$ cat src/core/irxc_pkg.sv
/*
 Package for the isochronous receive context control block: register map,
 control field positions, speed and completion codes, completion report struct.
 Assumes a 32-bit Avalon-MM slave with byte addresses.
*/
package irxc_pkg;
	localparam int unsigned NCTX = 4;
	localparam logic [11:0] CTRL_SET_BASE = 12'h400;
	localparam logic [11:0] CTRL_CLR_BASE = 12'h404;
	localparam logic [11:0] PTR_BASE = 12'h40C;
	localparam logic [11:0] CTX_STRIDE = 12'h020;
	localparam logic [11:0] PTR_WR_BASE = 12'h418;
	localparam logic [11:0] IRQ_STAT = 12'h480;
	localparam logic [11:0] IRQ_CLR = 12'h484;
	localparam logic [11:0] IRQ_EN = 12'h488;
	localparam int unsigned B_FILL = 31;
	localparam int unsigned B_CSG = 29;
	localparam int unsigned B_RUN = 15;
	localparam int unsigned B_WAKE = 12;
	localparam int unsigned B_DEAD = 11;
	localparam int unsigned B_ACT = 10;
	localparam int unsigned B_SPD_LO = 5;
	localparam logic [31:0] CTRL_RD_MASK = 32'hF800_9CFF;
	localparam logic [31:0] CTRL_SW_MASK = 32'hF800_9000;
	localparam logic [2:0] SPD_S100 = 3'h0;
	localparam logic [2:0] SPD_S200 = 3'h1;
	localparam logic [2:0] SPD_S400 = 3'h2;
	localparam logic [4:0] EVT_ACK_COMPLETE = 5'h11;
	localparam logic [4:0] EVT_ACK_DATA_ERR = 5'h1D;
	localparam logic [4:0] EVT_LONG_PKT = 5'h02;
	localparam logic [4:0] EVT_OVERRUN = 5'h05;
	localparam logic [4:0] EVT_DESC_RD = 5'h06;
	localparam logic [4:0] EVT_DATA_WR = 5'h07;
	localparam logic [4:0] EVT_UNKNOWN = 5'h0E;
	// Per-context completion report from the packet engine
	typedef struct packed {
		logic valid;
		logic [2:0] spd;
		logic len_err;
		logic crc_err;
		logic overrun;
		logic long_pkt;
		logic desc_rd_err;
		logic data_wr_err;
		logic unk_err;
	} irxc_done_t;
	typedef enum logic [1:0] {
		IRXC_IDLE = 2'b00,
		IRXC_FETCH = 2'b01,
		IRXC_RUN = 2'b10,
		IRXC_HALT = 2'b11
	} irxc_state_t;
endpackage

$ cat src/core/irxc_ctrl.sv
/*
 Control and status for four isochronous receive DMA contexts.
 Assumes a packet/descriptor engine outside that answers fetch requests
 and reports fatal errors, completions and cycle matches per context.
*/
`timescale 1ns/10ps
module irxc_ctrl #(
	parameter int unsigned NCTX = irxc_pkg::NCTX
) (
	input wire logic clk,
	input wire logic rst_n,
	input wire logic soft_reset,
	input wire logic [11:0] avs_address,
	input wire logic avs_read,
	input wire logic avs_write,
	input wire logic [31:0] avs_writedata,
	input wire logic [3:0] avs_byteenable,
	output logic [31:0] avs_readdata,
	output logic avs_waitrequest,
	output logic [1:0] avs_response,
	output logic [NCTX-1:0] fetch_req,
	output logic [NCTX-1:0] [31:0] fetch_addr,
	output logic [NCTX-1:0] packed_fill_mode,
	output logic [NCTX-1:0] backout,
	input wire logic [NCTX-1:0] fetch_done,
	input wire logic [NCTX-1:0] ctx_idle,
	input wire logic [NCTX-1:0] fatal_err,
	input wire logic [NCTX-1:0] cycle_match,
	input wire irxc_pkg::irxc_done_t [NCTX-1:0] done,
	output logic irq
);
	irxc_pkg::irxc_state_t st_r [NCTX];
	irxc_pkg::irxc_state_t st_nxt [NCTX];
	logic [NCTX-1:0] [31:0] ctl_r;
	logic [NCTX-1:0] [31:0] ptr_r;
	logic [NCTX-1:0] fetch_r;
	logic [NCTX-1:0] backout_r;
	logic [2*NCTX-1:0] stat_r;
	logic [2*NCTX-1:0] en_r;
	logic [31:0] rdata_r;
	logic [1:0] resp_r;
	logic wait_r;
	logic irq_r;

	// Reply one cycle after the request: waitrequest drops in the answer cycle
	wire req = (avs_read | avs_write) & wait_r;
	wire wr = avs_write & wait_r;
	wire [31:0] be_mask = {{8{avs_byteenable[3]}}, {8{avs_byteenable[2]}},
		{8{avs_byteenable[1]}}, {8{avs_byteenable[0]}}};
	wire [31:0] wmask = avs_writedata & be_mask;

	function automatic logic [11:0] ctx_off(input logic [11:0] base, input int unsigned n);
		ctx_off = base + 12'(n * 32);
	endfunction

	// Completion code chosen by mode; packed fill only uses four codes
	function automatic logic [4:0] evt_code(input irxc_pkg::irxc_done_t d, input logic fill);
		logic [4:0] c;
		c = irxc_pkg::EVT_ACK_COMPLETE;
		if (d.desc_rd_err) begin
			c = irxc_pkg::EVT_DESC_RD;
		end else if (d.data_wr_err) begin
			c = irxc_pkg::EVT_DATA_WR;
		end else if (d.unk_err) begin
			c = irxc_pkg::EVT_UNKNOWN;
		end else if (!fill) begin
			if (d.overrun) begin
				c = irxc_pkg::EVT_OVERRUN;
			end else if (d.long_pkt) begin
				c = irxc_pkg::EVT_LONG_PKT;
			end else if (d.len_err | d.crc_err) begin
				c = irxc_pkg::EVT_ACK_DATA_ERR;
			end
		end
		evt_code = c;
	endfunction

	logic [31:0] rd_mux;
	logic hit;
	always_comb begin
		rd_mux = 32'h0000_0000;
		hit = 1'b0;
		for (int unsigned n = 0; n < NCTX; n++) begin
			if (avs_address == ctx_off(irxc_pkg::CTRL_SET_BASE, n) ||
				avs_address == ctx_off(irxc_pkg::CTRL_CLR_BASE, n)) begin
				rd_mux = ctl_r[n] & irxc_pkg::CTRL_RD_MASK;
				hit = 1'b1;
			end
			if (avs_address == ctx_off(irxc_pkg::PTR_BASE, n)) begin
				rd_mux = ptr_r[n];
				hit = 1'b1;
			end
			if (avs_address == ctx_off(irxc_pkg::PTR_WR_BASE, n)) begin
				rd_mux = 32'h0000_0000;
				hit = 1'b1;
			end
		end
		if (avs_address == irxc_pkg::IRQ_STAT) begin
			rd_mux = 32'(stat_r);
			hit = 1'b1;
		end
		if (avs_address == irxc_pkg::IRQ_CLR) begin
			hit = 1'b1;
		end
		if (avs_address == irxc_pkg::IRQ_EN) begin
			rd_mux = 32'(en_r);
			hit = 1'b1;
		end
	end

	always_ff @(posedge clk or negedge rst_n) begin
		if (!rst_n) begin
			wait_r <= 1'b1;
			rdata_r <= 32'h0000_0000;
			resp_r <= 2'h0;
		end else begin
			wait_r <= ~req;
			rdata_r <= (req & avs_read) ? rd_mux : 32'h0000_0000;
			resp_r <= (req & ~hit) ? 2'h2 : 2'h0;
		end
	end

	generate
		for (genvar n = 0; n < NCTX; n++) begin : g_ctx
			wire set_hit = wr && avs_address == ctx_off(irxc_pkg::CTRL_SET_BASE, n);
			wire clr_hit = wr && avs_address == ctx_off(irxc_pkg::CTRL_CLR_BASE, n);
			wire ptr_hit = wr && avs_address == ctx_off(irxc_pkg::PTR_WR_BASE, n);
			wire [31:0] setv = set_hit ? (wmask & irxc_pkg::CTRL_SW_MASK) : 32'h0000_0000;
			wire [31:0] clrv = clr_hit ? (wmask & irxc_pkg::CTRL_SW_MASK) : 32'h0000_0000;
			wire [31:0] sw_ctl = (ctl_r[n] | setv) & ~clrv;
			wire run = sw_ctl[irxc_pkg::B_RUN];
			wire run_old = ctl_r[n][irxc_pkg::B_RUN];
			wire wake_set = setv[irxc_pkg::B_WAKE];
			wire fill = ctl_r[n][irxc_pkg::B_FILL];
			wire processing = st_r[n] == irxc_pkg::IRXC_FETCH || st_r[n] == irxc_pkg::IRXC_RUN;
			logic [31:0] ctl_nxt;

			always_comb begin
				st_nxt[n] = st_r[n];
				unique case (st_r[n])
					irxc_pkg::IRXC_IDLE: begin
						if (run && (!run_old || wake_set || ctl_r[n][irxc_pkg::B_WAKE])) begin
							st_nxt[n] = irxc_pkg::IRXC_FETCH;
						end
					end
					irxc_pkg::IRXC_FETCH: begin
						if (fetch_done[n]) begin
							st_nxt[n] = irxc_pkg::IRXC_RUN;
						end
					end
					irxc_pkg::IRXC_RUN: begin
						if (ctx_idle[n]) begin
							st_nxt[n] = irxc_pkg::IRXC_IDLE;
						end
					end
					irxc_pkg::IRXC_HALT: begin
						st_nxt[n] = irxc_pkg::IRXC_HALT;
					end
				endcase
				if (processing && fatal_err[n]) begin
					st_nxt[n] = irxc_pkg::IRXC_HALT;
				end
				if (!run) begin
					st_nxt[n] = irxc_pkg::IRXC_IDLE;
				end
			end

			always_comb begin
				ctl_nxt = sw_ctl;
				// fetch clears wake; set wins over clear
				if (fetch_done[n] && st_r[n] == irxc_pkg::IRXC_FETCH && !wake_set) begin
					ctl_nxt[irxc_pkg::B_WAKE] = 1'b0;
				end
				ctl_nxt[irxc_pkg::B_DEAD] = run && (st_nxt[n] == irxc_pkg::IRXC_HALT);
				ctl_nxt[irxc_pkg::B_ACT] = st_nxt[n] == irxc_pkg::IRXC_FETCH ||
					st_nxt[n] == irxc_pkg::IRXC_RUN;
				if (cycle_match[n] && ctl_r[n][irxc_pkg::B_CSG] && st_nxt[n] != irxc_pkg::IRXC_IDLE) begin
					ctl_nxt[irxc_pkg::B_CSG] = 1'b0;
				end
				if (done[n].valid) begin
					ctl_nxt[irxc_pkg::B_SPD_LO +: 3] = done[n].spd;
					ctl_nxt[4:0] = evt_code(done[n], fill);
				end
			end

			always_ff @(posedge clk or negedge rst_n) begin
				if (!rst_n) begin
					ctl_r[n] <= 32'h0000_0000;
					st_r[n] <= irxc_pkg::IRXC_IDLE;
					ptr_r[n] <= 32'h0000_0000;
					fetch_r[n] <= 1'b0;
					backout_r[n] <= 1'b0;
				end else if (soft_reset) begin
					ctl_r[n] <= 32'h0000_0000;
					st_r[n] <= irxc_pkg::IRXC_IDLE;
					fetch_r[n] <= 1'b0;
					backout_r[n] <= 1'b0;
				end else begin
					ctl_r[n] <= ctl_nxt;
					st_r[n] <= st_nxt[n];
					if (ptr_hit) begin
						ptr_r[n] <= wmask;
					end
					fetch_r[n] <= st_nxt[n] == irxc_pkg::IRXC_FETCH;
					backout_r[n] <= done[n].valid && fill &&
						(done[n].len_err | done[n].crc_err | done[n].overrun);
				end
			end

			assign fetch_addr[n] = ptr_r[n];
			assign packed_fill_mode[n] = ctl_r[n][irxc_pkg::B_FILL];
		end
	endgenerate

	// Events: bit n = context halted, bit NCTX+n = completion
	logic [2*NCTX-1:0] ev;
	always_comb begin
		for (int unsigned n = 0; n < NCTX; n++) begin
			// Dead and state move on the same edge, so the halt entry itself is the event
			ev[n] = st_nxt[n] == irxc_pkg::IRXC_HALT && st_r[n] != irxc_pkg::IRXC_HALT;
			ev[NCTX+n] = done[n].valid;
		end
	end
	wire clr_w = wr && avs_address == irxc_pkg::IRQ_CLR;
	wire en_w = wr && avs_address == irxc_pkg::IRQ_EN;
	wire [2*NCTX-1:0] clr_bits = clr_w ? wmask[2*NCTX-1:0] : '0;

	always_ff @(posedge clk or negedge rst_n) begin
		if (!rst_n) begin
			stat_r <= '0;
			en_r <= '0;
			irq_r <= 1'b0;
		end else begin
			stat_r <= (stat_r & ~clr_bits) | ev;
			if (en_w) begin
				en_r <= wmask[2*NCTX-1:0];
			end
			irq_r <= |(((stat_r & ~clr_bits) | ev) & (en_w ? wmask[2*NCTX-1:0] : en_r));
		end
	end

	assign avs_readdata = rdata_r;
	assign avs_waitrequest = wait_r;
	assign avs_response = resp_r;
	assign fetch_req = fetch_r;
	assign backout = backout_r;
	assign irq = irq_r;
endmodule

$ cat config.mk
export PLATFORM = sky130hd
export DESIGN_NAME = irxc_ctrl
export DESIGN_NICKNAME = d
export VERILOG_FILES = /design/src/core/irxc_pkg.sv /design/src/core/irxc_ctrl.sv
export SDC_FILE = /design/constraint.sdc
export NUM_CORES = 1
export LEC_CHECK = 0
export BUFFER_PORTS_ARGS = -buffer_cell sky130_fd_sc_hd__buf_2
export CORE_MARGIN = 3
export CORE_UTILIZATION = 50
export CTS_CLUSTER_SIZE = 24
export DETAILED_ROUTE_END_ITERATION = 10
export PLACE_DENSITY_LB_ADDON = 0.25
export RECOVER_POWER = 100
export SLEW_MARGIN = 25
export SYNTH_ARGS = -nofsm -noshare
export SYNTH_HDL_FRONTEND = slang
export SYNTH_SLANG_ARGS = --single-unit
$ cat constraint.sdc
create_clock -name clk -period 2.7 [get_ports clk]
set_clock_uncertainty 0.05 [all_clocks]
set_input_delay 0.675 -clock clk [delete_from_list [all_inputs] [get_ports clk]]
set_output_delay 0.675 -clock clk [all_outputs]
set_load 0.05 [all_outputs]
-- After elaboration in Yosys (flattened, before gate mapping)
Index checks and enable logic that the tools add are counted.
- bits in registers: 324
- bits of input ports: 113
- output and inout port bits: 176
- word-level logic and storage cells: 322
- eq/ne operators: 47
- muxes and demuxes: 121
- reduce and logical (&&, ||, !) cells: 95
- bitwise logic cells: 33
- operators by type and width (kind ; number):
    $mux W32 ; 27
    $eq A12 B11 Y1 const B ; 19
    $and A32 B32 Y32 ; 5
    $not A32 Y32 ; 4
    $or A32 B32 Y32 ; 4
    $mux W5 ; 24
    $logic_and A1 B1 Y1 ; 54
    $mux W2 ; 25
    $mux W8 ; 6
    $eq A2 B2 Y1 const B ; 16
    $pmux W2 S4 ; 4
    $mux W1 ; 31
    $logic_or A1 B1 Y1 ; 20
    $and A8 B8 Y8 ; 2
    $eq A2 B1 Y1 const B ; 8
    $mux W4 ; 4
    $or A1 B1 Y1 ; 9
    $logic_not A1 Y1 ; 8
    $logic_not A2 Y1 ; 4
    $ne A2 B2 Y1 const B ; 4
    $not A8 Y8 ; 1
    $or A8 B8 Y8 ; 1
    $reduce_and A2 Y1 ; 4
    $reduce_bool A2 Y1 ; 4
    other kinds (3) ; 8

-- Depth between registers and ports, before layout
- depth after elaboration: 20
- mapped depth: 14
- gate-level depth less buffers: 13

-- Least setup slack after synthesis
No wires, ideal clock.
- path kind: input -> register
- start: in avs_address[3]
- end: reg irq_r (netlist: irq)
- cell stages on the path: 14
- setup slack: -315 ps
- setup time: 132 ps
- arrival: 2833 ps
- cells stage by stage: buf_2 > and3b_1 > clkbuf_1 > and3_1 > a311oi_1 > a31oi_1 > a311oi_1 > nor2b_1 > ha_1 > nor2b_1 > a21oi_1 > a21oi_1 > a21oi_1 > nand4_1
- word-level cells in the longest chain between the ends: 15
- elaborated cells between the ends (all ways): 83
- those cells by class: eq/ne (14); mux (26); bitwise (16); reduce/logical (27)
- RTL lines (element ; RTL line ; text):
    start, declared ; irxc_ctrl.sv:13 ; input wire logic [11:0] avs_address,
    $eq A12 B11 Y1, on equally long branches ; irxc_ctrl.sv:125, irxc_ctrl.sv:126 ;
    $logic_and A1 B1 Y1, on equally long branches ; irxc_ctrl.sv:125, irxc_ctrl.sv:126 ;
    $mux W32, on equally long branches ; irxc_ctrl.sv:128, irxc_ctrl.sv:129 ;
    $or A32 B32 Y32, or another cell as far along ; irxc_ctrl.sv:130 ; wire [31:0] sw_ctl = (ctl_r[n] | setv) & ~clrv;
    $and A32 B32 Y32 / $logic_or A1 B1 Y1 (equally long branches) ; irxc_ctrl.sv:130, irxc_ctrl.sv:142 ;
    $logic_and A1 B1 Y1 ; irxc_ctrl.sv:142 ; if (run && (!run_old || wake_set || ctl_r[n][irxc_pkg::B_WAKE])) begin
    $mux W2 ; irxc_ctrl.sv:142 ;
    $pmux W2 S4 ; irxc_ctrl.sv:140 ; unique case (st_r[n])
    $mux W2 ; irxc_ctrl.sv:160 ; if (processing && fatal_err[n]) begin
    $mux W2 ; irxc_ctrl.sv:163 ; if (!run) begin
    $eq A2 B2 Y1 ; irxc_ctrl.sv:220 ; ev[n] = st_nxt[n] == irxc_pkg::IRXC_HALT && st_r[n] != irxc_pkg::IRXC_HALT;
    $logic_and A1 B1 Y1 ; irxc_ctrl.sv:220 ;
    $or A8 B8 Y8 ; irxc_ctrl.sv:238 ; irq_r <= |(((stat_r & ~clr_bits) | ev) & (en_w ? wmask[2*NCTX-1:0] : en_r));
    $and A8 B8 Y8 (*) ; irxc_ctrl.sv:238 ;
    $reduce_or A8 Y1 (*) ; irxc_ctrl.sv:238 ;
    end signal, assigned ; irxc_ctrl.sv:238 ;
    end, declared ; irxc_ctrl.sv:43 ; logic irq_r;
Every way passes the cells marked *; elsewhere a longest branch is shown, timed or not.
A chain may end at the register's enable or synchronous reset.

-- Worst setup path after layout
- start: reg wait_r (netlist: avs_waitrequest)
- end: reg irq_r (netlist: irq)
- word-level cells in the longest chain between the ends: 15
- elaborated cells between the ends (all ways): 74
- those cells by class: eq/ne (4); mux (26); bitwise (17); reduce/logical (27)
- RTL lines (element ; RTL line ; text):
    start, declared ; irxc_ctrl.sv:42 ; logic wait_r;
    start signal, assigned ; irxc_ctrl.sv:117 ; wait_r <= ~req;
    $and A1 B1 Y1 (*) ; irxc_ctrl.sv:47 ; wire wr = avs_write & wait_r;
    $logic_and A1 B1 Y1, on equally long branches ; irxc_ctrl.sv:125, irxc_ctrl.sv:126 ;
    $mux W32, on equally long branches ; irxc_ctrl.sv:128, irxc_ctrl.sv:129 ;
    $or A32 B32 Y32, or another cell as far along ; irxc_ctrl.sv:130 ;
    $and A32 B32 Y32 / $logic_or A1 B1 Y1 (equally long branches) ; irxc_ctrl.sv:130, irxc_ctrl.sv:142 ;
    $logic_and A1 B1 Y1 ; irxc_ctrl.sv:142 ;
    $mux W2 ; irxc_ctrl.sv:142 ;
    $pmux W2 S4 ; irxc_ctrl.sv:140 ;
    $mux W2 ; irxc_ctrl.sv:160 ;
    $mux W2 ; irxc_ctrl.sv:163 ;
    $eq A2 B2 Y1 ; irxc_ctrl.sv:220 ;
    $logic_and A1 B1 Y1 ; irxc_ctrl.sv:220 ;
    $or A8 B8 Y8 ; irxc_ctrl.sv:238 ;
    $and A8 B8 Y8 (*) ; irxc_ctrl.sv:238 ;
    $reduce_or A8 Y1 (*) ; irxc_ctrl.sv:238 ;
Marked as above.

==> run metrics <==
clk buf depth 3; synthesis-to-layout area growth 24.4%; DRC 0; Starting Density 0.509; achievable frequency 0.371 GHz; cell area after synthesis 12900 sq um; post-synth cell types 63; post-synth top area share 0.510; Non-Filler Instances 2072; Clock Pin Slew Worst Setup and Hold Paths 0.06 ns; top post-synthesis cells by count 262 x dfrtp_1, 196 x nand2_1, 136 x nor2_1; WHS Path Cells 3; Port Buffers 287; site row count 58; Final setup viols 0; minimum clock period 2.69 ns; Setup CP Type reg2reg; Antenna Nets Post-Route 0; Pleak 7.24 nW; r2r setup slk 0.005 ns; Final Total Pwr 8.26 mW; Final Cell Area 16000 sq um; htree depth 1; HP Start done[41]; WL final 43.2 mm; maximum VDD drop 421 uV; DR pass1 iterations 5; Final Slew Violations 42; vias in the first global route 11800; placed cells 2019; Area contributors post-synth dfrtp_1 51%, nand2_1 5.7%, o21ai_0 4.0%; CP Capture Type register; CTS Buf Count 28; Post-synth ARST share 1.00; Die H 166 microns; DRT iter0 DRCs 1360; Avg Inst Size Synth 9.32 sq um; GRT Overall Usage 0.302; cells after synthesis 1380; PwrDens 517 nW/um^2; final worst setup slack 0.00545 ns; Via-to-Cell Ratio 5.92; Yosys warnings 0; Num Clock Sinks 263; R2R cell count 12; max_slew headroom -0.276; CTS tree done; drt wl/cell 20.9 microns; worst hold slack 0.325 ns; final core utilization 0.633; dpl hpwl 32.2 mm; total die area 27700 sq um; EDFF count, synth 0; # hold bufs at CTS 0; Req. time, crit path 3.07 ns; Max Cap Viol 1; Total Neg Setup Slack 0 ns; Crit Path Max Fanout 3; dominant cell type by area after synthesis dfrtp_1; CP startpoint kind register; largest net degree at the start of global routing 65; fin crit share 0.998; share of cells above drive strength 1 0.189; # diodes 0; most common cell in the netlist dfrtp_1; routability congestion estimate 0.989; first-pass GRT wire length 67.0 mm; initial antenna violation count 0; total number of vias 12300; Skew-Pair Late Insertion Delay 0.54 ns; dpl cell area 15400 sq um; Hold Violations, Final 0; Main synth FF type dfrtp_1; CP arrival 3.07 ns; failing checks capacitance limit, slew limit; Root Driver clkbuf_16; core footprint 25300 sq um; GR Overflow Total 0; sequential-to-total area share from yosys stat 0.512; Worst R2R Start avs_waitrequest$_DFF_PN1_; I/O Pins 289; pre-CTS setup slack -0.539 ns; Slew @ Worst Pin 1.91 ns; Yosys reg bits 263; Hold Crit Endpoint ctl_r[102]$_DFFE_PN0P_; FF-to-FF End irq$_DFF_PN0_; Die X-Extent 166 microns; Nets 1862; Post-Syn Nets 1521; Filler Cell Count 2228; outcome complete, but fails checks; unrepaired setup endpoints after global routing yes; class of the worst hold path in2reg
==> timing repair <==
item                       in CTS  in global routing
hold endpoints to repair        0                  0
setup buffers                   0                  2
resized for setup               1                 10
pin swaps                       0                  1
setup endpoints to repair       1                  4
==> kinds of logic (layout without fill, tap and decap cells) <==
group | count (synthesis) | after routing | synth area share
other cells | 1 | 1 | 0.000292
compound gates | 440 | 440 | 0.211
flops | 263 | 263 | 0.512
buf+inv | 124 | 486 | 0.0474
fa+ha+maj | 28 | 28 | 0.0272
simple gates | 491 | 491 | 0.177
mux | 33 | 33 | 0.0257
==> registers in the layout, summed over array words and instances (netlist names) <==
register	flops
backout	4
irq	1
ctl_r	64
avs_waitrequest	1
stat_r	8
avs_readdata	32
packed_fill_mode	4
fetch_req	4
avs_response	1
st_r	8
en_r	8
fetch_addr	128
==> critical path, stage by stage (launching register included) <==
cell      delay (ns)
dfstp_2         0.37
and3b_1         0.21
and3_4          0.18
a311oi_4        0.29
a31oi_1         0.17
a311oi_2        0.35
nor2b_1         0.12
ha_2            0.19
nor2b_2         0.16
a21oi_1         0.16
a21oi_1         0.09
a21oi_1         0.14
nand4_1         0.10
==> power by group <==
group          leakage, nW  total (mW)  switching, mW  internal (mW)
clock                0.430        3.67           1.57           2.10
sequential            3.63        4.00         0.0268           3.97
combinational         3.18       0.595          0.404          0.191
total                 7.24        8.26           2.00           6.26
==> layout make-up <==
class                           count  area (sq um)  share of cell area
Inverter                           33           124             0.00774
Clock buffer                       42           825              0.0515
Timing Repair Buffer              402          2190               0.137
Sequential cell                   263          6580               0.411
Clock inverter                      9          50.0             0.00313
Tap cell                          330           413              0.0258
Multi-Input combinational cell    993          5820               0.364
==> routing by layer <==
metal | GRT usage | vias to the layer above | part of all wire
met1 | 0.437 | 5949 | 0.42
met2 | 0.468 | 645 | 0.45
met4 | 0.0861 | 0 | 0.028
met3 | 0.0624 | 85 | 0.099
met5 | 0 | - | 0
li1 | - | 5583 | -
==> cell usage in the layout, fill, tap and decap left out, drive strengths merged, types with 14 or more instances in the layout <==
cell and instances:
dfrtp 262, buf 224, clkbuf 220, nand2 197, o21ai 169, nor2 137, a21oi 90, a22oi 56
nor3 41, mux2i 33, inv 33, o22ai 30, ha 28, a211oi 26, and2 18, a221oi 15
o211ai 14, nand3 14
==> worst max path at each step <==
| stage | from | end | slack [ns] | depth (start not counted) |
|---|---|---|---|---|
| floorplan | avs_address[3] | irq$_DFF_PN0_ | -0.20 | 14 |
| global placement | avs_address[8] | irq$_DFF_PN0_ | -0.46 | 12 |
| detailed placement | avs_address[8] | irq$_DFF_PN0_ | -0.54 | 12 |
| CTS | avs_address[8] | irq$_DFF_PN0_ | 0.02 | 12 |
| global route | avs_waitrequest$_DFF_PN1_ | irq$_DFF_PN0_ | -0.16 | 12 |
| finish | avs_waitrequest$_DFF_PN1_ | irq$_DFF_PN0_ | 0.005 | 12 |
Power figures use the tool's default switching activity.
